$ cat config.mk
export PLATFORM = sky130hd
export DESIGN_NAME = itm_top
export DESIGN_NICKNAME = d
export VERILOG_FILES = /design/src/hw/itm_pkg.sv /design/src/hw/itm_top.sv
export SDC_FILE = /design/constraint.sdc
export NUM_CORES = 1
export LEC_CHECK = 0
export BUFFER_PORTS_ARGS = -buffer_cell sky130_fd_sc_hd__buf_4
export CORE_ASPECT_RATIO = 1.75
export CORE_MARGIN = 4
export CORE_UTILIZATION = 60
export CTS_BUF_LIST = sky130_fd_sc_hd__clkbuf_2
export CTS_CLUSTER_SIZE = 16
export DETAILED_ROUTE_END_ITERATION = 10
export HOLD_SLACK_MARGIN = 0.08
export PLACE_DENSITY = 0.83
export SYNTH_ARGS = -nofsm -noshare
export SYNTH_HDL_FRONTEND = slang
export SYNTH_SLANG_ARGS = --single-unit
$ cat constraint.sdc
create_clock -name ref_clk -period 13.68 [get_ports ref_clk]
set_clock_uncertainty 0.1 [all_clocks]
set_input_delay 2.736 -clock ref_clk [delete_from_list [all_inputs] [get_ports ref_clk]]
set_output_delay 2.736 -clock ref_clk [all_outputs]
set_load 0.01 [all_outputs]
$ cat src/hw/itm_pkg.sv
// Register map, field layout and mode codes of the three-channel input timer
package itm_pkg;

    // Register indices; byte address is four times the index
    localparam logic [29:0] IDX_CH0_CTL = 30'h008007d1;
    localparam logic [29:0] IDX_CH1_CTL = 30'h00800bd1;
    localparam logic [29:0] IDX_CH2_CTL = 30'h00800cd1;
    localparam logic [29:0] IDX_CH0_CNT = 30'h0080078c;
    localparam logic [29:0] IDX_CH1_CNT = 30'h00800b8c;
    localparam logic [29:0] IDX_CH2_CNT = 30'h00800c8c;
    localparam logic [29:0] IDX_CH0_RL  = 30'h0080078e;
    localparam logic [29:0] IDX_CH1_RL  = 30'h00800b8e;
    localparam logic [29:0] IDX_CH2_RL  = 30'h00800c8e;

    localparam int NUM_CH = 3;

    // Control byte layout in data bits [7:0]; bit k holds printed bit (15 - k)
    localparam int POS_PRS_EN   = 0;
    localparam int POS_TRIG_EN  = 2;
    localparam int POS_CNT_EN   = 4;
    localparam int POS_MODE_LO  = 5;
    localparam int POS_MODE_HI  = 6;

    // Operating modes; high bit clear means fixed period
    localparam logic [1:0] MODE_X4    = 2'b10;
    localparam logic [1:0] MODE_EVENT = 2'b11;

    localparam logic [7:0]  CTL_RESET   = 8'h00;
    localparam logic [15:0] CNT_RESET   = 16'h0000;
    localparam logic [15:0] CNT_MAX     = 16'hffff;
    localparam logic [15:0] CNT_MIN     = 16'h0000;
    localparam logic [15:0] CNT_ONE     = 16'h0001;
    localparam logic [31:0] RDATA_RESET = 32'h0000_0000;

    localparam logic [1:0] RESP_OKAY   = 2'b00;
    localparam logic [1:0] RESP_SLVERR = 2'b10;

    // Control fields of one channel
    typedef struct packed {
        logic [1:0] mode;
        logic       cnt_en;
        logic       trig_en;
        logic       prs_en;
    } itm_ctl_type;

    // Per-channel event pulses
    typedef struct packed {
        logic underflow;
        logic overflow;
    } itm_evt_type;

endpackage

$ cat src/hw/itm_top.sv
// Three-channel 16-bit input timer with AXI4-Lite register slave
`timescale 1ns/100ps

module itm_top #(
    parameter int CNT_W = 16
) (
    input  wire logic                         ref_clk,
    input  wire logic                         rst,
    // AXI4-Lite slave
    input  wire logic [31:0]                  s_axi_awaddr,
    input  wire logic                         s_axi_awvalid,
    output logic                              s_axi_awready,
    input  wire logic [31:0]                  s_axi_wdata,
    input  wire logic [3:0]                   s_axi_wstrb,
    input  wire logic                         s_axi_wvalid,
    output logic                              s_axi_wready,
    output logic [1:0]                        s_axi_bresp,
    output logic                              s_axi_bvalid,
    input  wire logic                         s_axi_bready,
    input  wire logic [31:0]                  s_axi_araddr,
    input  wire logic                         s_axi_arvalid,
    output logic                              s_axi_arready,
    output logic [31:0]                       s_axi_rdata,
    output logic [1:0]                        s_axi_rresp,
    output logic                              s_axi_rvalid,
    input  wire logic                         s_axi_rready,
    // Count clock ticks from the prescalers, one cycle each
    input  wire logic [itm_pkg::NUM_CH-1:0]   prescaler_tick,
    // External event inputs
    input  wire logic [itm_pkg::NUM_CH-1:0]   event_input_primary,
    input  wire logic [itm_pkg::NUM_CH-1:0]   event_input_secondary,
    // Prescaler run controls
    output logic                              prescaler_a_enable,
    output logic                              prescaler_b_enable,
    output logic                              prescaler_c_enable,
    // Start triggers to the output-timer groups
    output logic                              output_timer_group_a_channels,
    output logic                              output_timer_group_b_channels,
    // Interrupt request pulses per channel
    output itm_pkg::itm_evt_type [itm_pkg::NUM_CH-1:0] chan_event
);
    import itm_pkg::*;

    // Write channel state
    logic                   aw_full_q;
    logic                   w_full_q;
    logic [29:0]            wr_idx_q;
    logic [31:0]            wr_data_q;
    logic [3:0]             wr_strb_q;
    logic                   awready_q;
    logic                   wready_q;
    logic                   bvalid_q;
    logic [1:0]             bresp_q;
    logic                   do_wr;
    logic                   wr_hit;

    // Read channel state
    logic                   arready_q;
    logic                   rvalid_q;
    logic [31:0]            rdata_q;
    logic [1:0]             rresp_q;
    logic [31:0]            rd_mux;
    logic                   rd_hit;

    // Per-channel views
    logic [NUM_CH-1:0]      wr_ctl;
    logic [NUM_CH-1:0]      wr_cnt;
    logic [NUM_CH-1:0]      wr_rl;
    logic [CNT_W-1:0]       cnt_v [NUM_CH];
    logic [CNT_W-1:0]       rl_v  [NUM_CH];
    itm_ctl_type            ctl_v [NUM_CH];
    itm_evt_type [NUM_CH-1:0] evt_q;
    logic                   trig_a_q;
    logic                   trig_b_q;

    // A write goes ahead once both address and data are held
    assign do_wr = aw_full_q && w_full_q && !bvalid_q;

    // Address acceptance; held off until the response is collected
    always_ff @(posedge ref_clk) begin
        if (rst) begin
            awready_q <= 1'b0;
            aw_full_q <= 1'b0;
            wr_idx_q  <= '0;
        end else if (s_axi_awvalid && awready_q) begin
            awready_q <= 1'b0;
            aw_full_q <= 1'b1;
            wr_idx_q  <= s_axi_awaddr[31:2];
        end else if (do_wr) begin
            aw_full_q <= 1'b0;
        end else if (!aw_full_q && !bvalid_q) begin
            awready_q <= 1'b1;
        end
    end

    // Data acceptance, independent of address order
    always_ff @(posedge ref_clk) begin
        if (rst) begin
            wready_q  <= 1'b0;
            w_full_q  <= 1'b0;
            wr_data_q <= '0;
            wr_strb_q <= '0;
        end else if (s_axi_wvalid && wready_q) begin
            wready_q  <= 1'b0;
            w_full_q  <= 1'b1;
            wr_data_q <= s_axi_wdata;
            wr_strb_q <= s_axi_wstrb;
        end else if (do_wr) begin
            w_full_q <= 1'b0;
        end else if (!w_full_q && !bvalid_q) begin
            wready_q <= 1'b1;
        end
    end

    // Write decode per channel
    always_comb begin
        wr_ctl[0] = do_wr && (wr_idx_q == IDX_CH0_CTL);
        wr_ctl[1] = do_wr && (wr_idx_q == IDX_CH1_CTL);
        wr_ctl[2] = do_wr && (wr_idx_q == IDX_CH2_CTL);
        wr_cnt[0] = do_wr && (wr_idx_q == IDX_CH0_CNT);
        wr_cnt[1] = do_wr && (wr_idx_q == IDX_CH1_CNT);
        wr_cnt[2] = do_wr && (wr_idx_q == IDX_CH2_CNT);
        wr_rl[0]  = do_wr && (wr_idx_q == IDX_CH0_RL);
        wr_rl[1]  = do_wr && (wr_idx_q == IDX_CH1_RL);
        wr_rl[2]  = do_wr && (wr_idx_q == IDX_CH2_RL);
        wr_hit    = |{wr_ctl, wr_cnt, wr_rl};
    end

    // Write response; unmapped addresses answer with an error
    always_ff @(posedge ref_clk) begin
        if (rst) begin
            bvalid_q <= 1'b0;
            bresp_q  <= RESP_OKAY;
        end else if (do_wr) begin
            bvalid_q <= 1'b1;
            bresp_q  <= wr_hit ? RESP_OKAY : RESP_SLVERR;
        end else if (bvalid_q && s_axi_bready) begin
            bvalid_q <= 1'b0;
        end
    end

    // Read decode; reserved control bits come back as zero
    always_comb begin
        rd_mux = RDATA_RESET;
        rd_hit = 1'b1;
        unique case (s_axi_araddr[31:2])
            IDX_CH0_CTL: rd_mux[7:0] = ctl_byte(ctl_v[0]);
            IDX_CH1_CTL: rd_mux[7:0] = ctl_byte(ctl_v[1]);
            IDX_CH2_CTL: rd_mux[7:0] = ctl_byte(ctl_v[2]);
            IDX_CH0_CNT: rd_mux[15:0] = cnt_v[0];
            IDX_CH1_CNT: rd_mux[15:0] = cnt_v[1];
            IDX_CH2_CNT: rd_mux[15:0] = cnt_v[2];
            IDX_CH0_RL:  rd_mux[15:0] = rl_v[0];
            IDX_CH1_RL:  rd_mux[15:0] = rl_v[1];
            IDX_CH2_RL:  rd_mux[15:0] = rl_v[2];
            default:     rd_hit = 1'b0;
        endcase
    end

    // Read address and data; one read in flight at a time
    always_ff @(posedge ref_clk) begin
        if (rst) begin
            arready_q <= 1'b0;
            rvalid_q  <= 1'b0;
            rdata_q   <= RDATA_RESET;
            rresp_q   <= RESP_OKAY;
        end else if (s_axi_arvalid && arready_q) begin
            arready_q <= 1'b0;
            rvalid_q  <= 1'b1;
            rdata_q   <= rd_mux;
            rresp_q   <= rd_hit ? RESP_OKAY : RESP_SLVERR;
        end else if (rvalid_q && s_axi_rready) begin
            rvalid_q <= 1'b0;
        end else if (!rvalid_q) begin
            arready_q <= 1'b1;
        end
    end

    // Pack control fields into the byte that software sees
    function automatic logic [7:0] ctl_byte(input itm_ctl_type c);
        logic [7:0] b;
        b = CTL_RESET;
        b[POS_PRS_EN]  = c.prs_en;
        b[POS_TRIG_EN] = c.trig_en;
        b[POS_CNT_EN]  = c.cnt_en;
        b[POS_MODE_LO] = c.mode[0];
        b[POS_MODE_HI] = c.mode[1];
        return b;
    endfunction

    // One timer channel per loop pass
    for (genvar i = 0; i < NUM_CH; i++) begin : g_ch
        itm_ctl_type       ctl_q;
        logic [CNT_W-1:0]  cnt_q;
        logic [CNT_W-1:0]  rl_q;
        logic              loaded_q;
        logic              pri_q;
        logic              sec_q;
        logic              pri_edge;
        logic              sec_edge;
        logic              step_up;
        logic              step_dn;
        logic              load;
        logic              uf;
        logic              ov;
        itm_evt_type       evt_ch_q;

        assign evt_q[i] = evt_ch_q;
        assign ctl_v[i] = ctl_q;
        assign cnt_v[i] = cnt_q;
        assign rl_v[i]  = rl_q;

        // Control byte; only assigned bits are stored
        always_ff @(posedge ref_clk) begin
            if (rst) begin
                ctl_q <= '0;
            end else if (wr_ctl[i] && wr_strb_q[0]) begin
                ctl_q.mode[1] <= wr_data_q[POS_MODE_HI];
                ctl_q.mode[0] <= wr_data_q[POS_MODE_LO];
                ctl_q.cnt_en  <= wr_data_q[POS_CNT_EN];
                ctl_q.prs_en  <= wr_data_q[POS_PRS_EN];
                // Channel 0 has no trigger output
                ctl_q.trig_en <= (i != 0) && wr_data_q[POS_TRIG_EN];
            end
        end

        // Reload register, byte lanes honoured
        always_ff @(posedge ref_clk) begin
            if (rst) begin
                rl_q <= CNT_RESET;
            end else if (wr_rl[i]) begin
                if (wr_strb_q[0]) rl_q[7:0]  <= wr_data_q[7:0];
                if (wr_strb_q[1]) rl_q[15:8] <= wr_data_q[15:8];
            end
        end

        // Previous input levels for edge detection
        always_ff @(posedge ref_clk) begin
            if (rst) begin
                pri_q <= 1'b0;
                sec_q <= 1'b0;
            end else begin
                pri_q <= event_input_primary[i];
                sec_q <= event_input_secondary[i];
            end
        end

        assign pri_edge = event_input_primary[i] ^ pri_q;
        assign sec_edge = event_input_secondary[i] ^ sec_q;

        // Step decision per mode
        always_comb begin
            step_up = 1'b0;
            step_dn = 1'b0;
            load    = 1'b0;
            if (ctl_q.cnt_en) begin
                if (!ctl_q.mode[1]) begin
                    if (prescaler_tick[i]) begin
                        // First tick after enable loads, as does underflow
                        load    = !loaded_q || (cnt_q == CNT_MIN);
                        step_dn = !load;
                    end
                end else if (ctl_q.mode == MODE_EVENT) begin
                    step_up = pri_edge;
                end else begin
                    // Simultaneous edges on both inputs are ambiguous, so skipped
                    if (pri_edge && !sec_edge) begin
                        step_up = event_input_primary[i] != sec_q;
                        step_dn = event_input_primary[i] == sec_q;
                    end else if (sec_edge && !pri_edge) begin
                        step_up = event_input_secondary[i] == pri_q;
                        step_dn = event_input_secondary[i] != pri_q;
                    end
                end
            end
            uf = (step_dn && (cnt_q == CNT_MIN) && ctl_q.mode[1])
               || (load && loaded_q);
            ov = step_up && (cnt_q == CNT_MAX);
        end

        // Marks that the enable-time load has happened
        always_ff @(posedge ref_clk) begin
            if (rst) begin
                loaded_q <= 1'b0;
            end else if (!ctl_q.cnt_en) begin
                loaded_q <= 1'b0;
            end else if (load) begin
                loaded_q <= 1'b1;
            end
        end

        // Counter; a software write wins over counting
        always_ff @(posedge ref_clk) begin
            if (rst) begin
                cnt_q <= CNT_RESET;
            end else if (wr_cnt[i] && (wr_strb_q[0] || wr_strb_q[1])) begin
                if (wr_strb_q[0]) cnt_q[7:0]  <= wr_data_q[7:0];
                if (wr_strb_q[1]) cnt_q[15:8] <= wr_data_q[15:8];
            end else if (load) begin
                cnt_q <= rl_q;
            end else if (step_up) begin
                cnt_q <= cnt_q + CNT_ONE;
            end else if (step_dn) begin
                cnt_q <= cnt_q - CNT_ONE;
            end
        end

        // Event pulses, one cycle each
        always_ff @(posedge ref_clk) begin
            if (rst) begin
                evt_ch_q <= '0;
            end else begin
                evt_ch_q.underflow <= uf;
                evt_ch_q.overflow  <= ov;
            end
        end
    end

    // Start triggers gated by each channel's trigger enable
    always_ff @(posedge ref_clk) begin
        if (rst) begin
            trig_a_q <= 1'b0;
            trig_b_q <= 1'b0;
        end else begin
            trig_a_q <= ctl_v[1].trig_en && (|g_ch[1].uf || |g_ch[1].ov);
            trig_b_q <= ctl_v[2].trig_en && (|g_ch[2].uf || |g_ch[2].ov);
        end
    end

    // Outputs straight from flip-flops
    assign s_axi_awready = awready_q;
    assign s_axi_wready  = wready_q;
    assign s_axi_bvalid  = bvalid_q;
    assign s_axi_bresp   = bresp_q;
    assign s_axi_arready = arready_q;
    assign s_axi_rvalid  = rvalid_q;
    assign s_axi_rdata   = rdata_q;
    assign s_axi_rresp   = rresp_q;
    assign prescaler_a_enable = ctl_v[0].prs_en;
    assign prescaler_b_enable = ctl_v[1].prs_en;
    assign prescaler_c_enable = ctl_v[2].prs_en;
    assign output_timer_group_a_channels = trig_a_q;
    assign output_timer_group_b_channels = trig_b_q;
    assign chan_event = evt_q;

endmodule // itm_top

==> summary.md <==
| Metric | Value |
|---|---|
| Status | `finished clean` |
| Clock slew at reported path FFs | `280 ps` |
| Post-cts resize count | `0` |
| Share of layout cells above drive strength 1 | `0.116` |
| Worst Path Max Fanout | `17` |
| Worst Hold Class | `flop to flop` |
| Drt wl/cell | `20.4 µm` |
| Post-synthesis register bit count | `200` |
| Cell variety after synth | `73` |
| TritonRoute pass-1 iters | `6` |
| Final WL | `35900 µm` |
| Total of max-cap violations | `0` |
| Min-Delay Path Depth | `2` |
| Die Height | `190 µm` |
| Post-layout util | `0.676` |
| Final Hold Viols | `0` |
| Reg area | `4000 µm²` |
| Fin nets | `1676` |
| Port Buf Inserts | `127` |
| Critical Path AT | `6240 ps` |
| Min-Delay Endpoint | `wr_idx_q[23]` |
| VDD IR max | `0.0686 mV` |
| Crit end category | `flop` |
| Die ar. | `21300 µm²` |
| CTS tree | `yes` |
| Number of enable flip-flop cells after synthesis | `0` |
| CTS max path bufs | `2` |
| Setup Fix Bufs, Post-CTS | `0` |
| Critical Path RT | `14330 ps` |
| Max Clock Freq | `179 MHz` |
| Worst slew pin tran | `1170 ps` |
| Largest net degree at the start of global routing | `101` |
| Worst Reg2Reg Path Length in Cells | `13` |
| Starting density of the core | `0.610` |
| Hold_ws | `372 ps` |
| GRT overflow | `0` |
| Hold_sp | `wr_idx_q[23]` |
| Syn Inst Count | `1423` |
| Vias in the first global route | `10775` |
| Fillers | `1648` |
| Clk sinks | `200` |
| CP Class | `primary input to flop` |
| Vias/cell | `6.46` |
| Cts hold-fix bufs | `0` |
| RR Startpoint | `g_ch[2].pri_q` |
| Most common cell after layout, fill and taps aside | `nand2_1` |
| GP Congestion | `0.949` |
| Placed wire-length estimate | `26500 µm` |
| Reg-to-Reg End | `g_ch[2].cnt_q[14]` |
| Die Span X | `112 µm` |
| Rel. slew slack | `0.212` |
| Ys async rst share | `0` |
| First-pass GRT wire length | `55800 µm` |
| Total Routing Usage GR | `0.329` |
| Leakage power | `4.73 nW` |
| Power per Cell Area | `77.8 nW/µm²` |
| # H-tree levels | `4` |
| Setup TNS | `0 ps` |
| Setup repair after global routing missed its margin | `false` |
| Clock latency on the worst-skew pair | `850 ps` |
| Sequential fraction of the synthesis area | `0.351` |
| Vias post-DR | `11368` |
| Ys Warns | `0` |
| Nature of the critical path startpoint | `primary input` |
| R2r setup slk | `9660 ps` |
| IO Pins | `168` |
| Initial antenna violation count | `1` |
| Yosys top cell area share | `0.351` |
| Root buf cell | `clkbuf_2` |
| Most frequent cells in the layout | `204 x nand2_1, 200 x dfxtp_1, 153 x nor2_1` |
| Area of the multi-input gates | `6940 µm²` |
| Post-route minimum period | `5590 ps` |
| DR iter-0 viols | `1077` |
| Synth Area per Inst | `8.01 µm²` |
| Ys flop type | `dfxtp_1` |
| Core Area | `18700 µm²` |
| # setup viols final | `0` |
| Final period util | `0.409` |
| Largest cells by area after synthesis | `dfxtp_1 35%, nand2_1 6.7%, a21oi_1 6.2%` |
| Remaining antenna violation count | `0` |
| Total CTS buffers | `17` |
| Synth-to-Final Area Change | `10.8%` |
| Post-synth top area cell | `dfxtp_1` |
| Mapped Area | `11400 µm²` |
| Max-slew violations | `0` |
| Drt drc | `0` |
| Rows | `66` |
metrics by stage:
stage               std cells  worst slack [ps]  instance area, µm²  power [mW]
global placement         1728              7340               12400       0.699
detailed placement       1728              7290               12400       0.700
CTS                      1759              8180               12600       0.981
finish                   1760              8090               12600       0.981
global route             1760              7900               12600        1.01
floorplan                1440              7460               11500       0.662
cell type report:
class | count | share of cell area
Inverter | 28 | 0.00833
Antenna cell | 1 | 0.000198
Clock inverter | 13 | 0.0110
Multi-Input combinational cell | 1124 | 0.550
Tap cell | 238 | 0.0236
Clock buffer | 18 | 0.00714
Timing Repair Buffer | 138 | 0.0824
Sequential cell | 200 | 0.317
report_power, final:
part           internal, mW  switching [mW]
logic                0.0352          0.0417
clock network        0.0723           0.217
registers             0.597          0.0183
worst max-delay path, stage by stage:
cell and delay (ps):
buf_4 120, xor2_1 140, or3_1 370, a21oi_1 400, inv_1 440, ha_1 500, nand2b_1 110, a21oi_1 230
nor3_1 100, or3_1 400, nand3_1 100, nor4b_1 260, a221oi_1 90, a211oi_1 230
how the worst max path moves through the flow:
stage,end,start,slack [ps]
3_5_place_dp,g_ch[2].cnt_q[14],event_input_secondary[2],7290
2_1_floorplan,g_ch[0].cnt_q[12],event_input_primary[0],7460
6_report,g_ch[2].cnt_q[14],event_input_secondary[2],8090
3_3_place_gp,g_ch[1].cnt_q[14],event_input_secondary[1],7340
5_1_grt,g_ch[2].cnt_q[14],event_input_secondary[2],7900
4_1_cts,g_ch[2].cnt_q[12],event_input_secondary[2],8180
metal layers:
metal	up-vias	wire, µm	track usage
met5	-	0	0
met4	0	2790	0.221
met3	198	2990	0.0578
met2	628	17600	0.573
met1	5221	12500	0.363
li1	5321	-	-
logic make-up (layout without fill, tap and decap cells):
| logic type | after synthesis | count (layout) | synth area share |
|---|---|---|---|
| buffers and inverters | 116 | 197 | 0.0455 |
| other | 1 | 19 | 0.000329 |
| flip-flops | 200 | 200 | 0.351 |
| AND/OR/NAND/NOR | 565 | 565 | 0.232 |
| XOR/XNOR | 43 | 43 | 0.0331 |
| adder cells (fa/ha/maj) | 51 | 51 | 0.0580 |
| multiplexers | 70 | 70 | 0.0616 |
| AO/OA/AOI/OAI | 377 | 377 | 0.218 |
cells in the mapped netlist (8+ instances only):
cell type / n
nor2b_1: 19
and2_1: 12
nand3_1: 32
a222oi_1: 12
nand2_1: 204
mux2i_1: 69
xnor2_1: 22
a31oi_1: 15
xor2_1: 21
o211ai_1: 41
inv_1: 28
a211oi_1: 37
nor2_1: 153
clkbuf_1: 54
nand4_1: 15
a21oi_1: 140
buf_4: 18
or3_1: 15
ha_1: 48
o21ai_0: 38
a21o_1: 8
nor4_1: 27
a221oi_1: 25
a22o_1: 12
dfxtp_1: 200
o21a_1: 9
buf_1: 9
nor3_1: 32
nand2b_1: 14
flip-flops by register name, indices dropped and copies added (netlist names), 2 cells and up:
| register | flops |
|---|---|
| g_ch.cnt_q | 48 |
| g_ch.rl_q | 48 |
| wr_idx_q | 30 |
| s_axi_rdata | 16 |
| wr_data_q | 16 |
| ctl_v | 11 |
| chan_event | 6 |
| g_ch.loaded_q | 3 |
| g_ch.pri_q | 3 |
| g_ch.sec_q | 3 |
| wr_strb_q | 2 |
No activity file was read; power rests on OpenSTA's default activity.
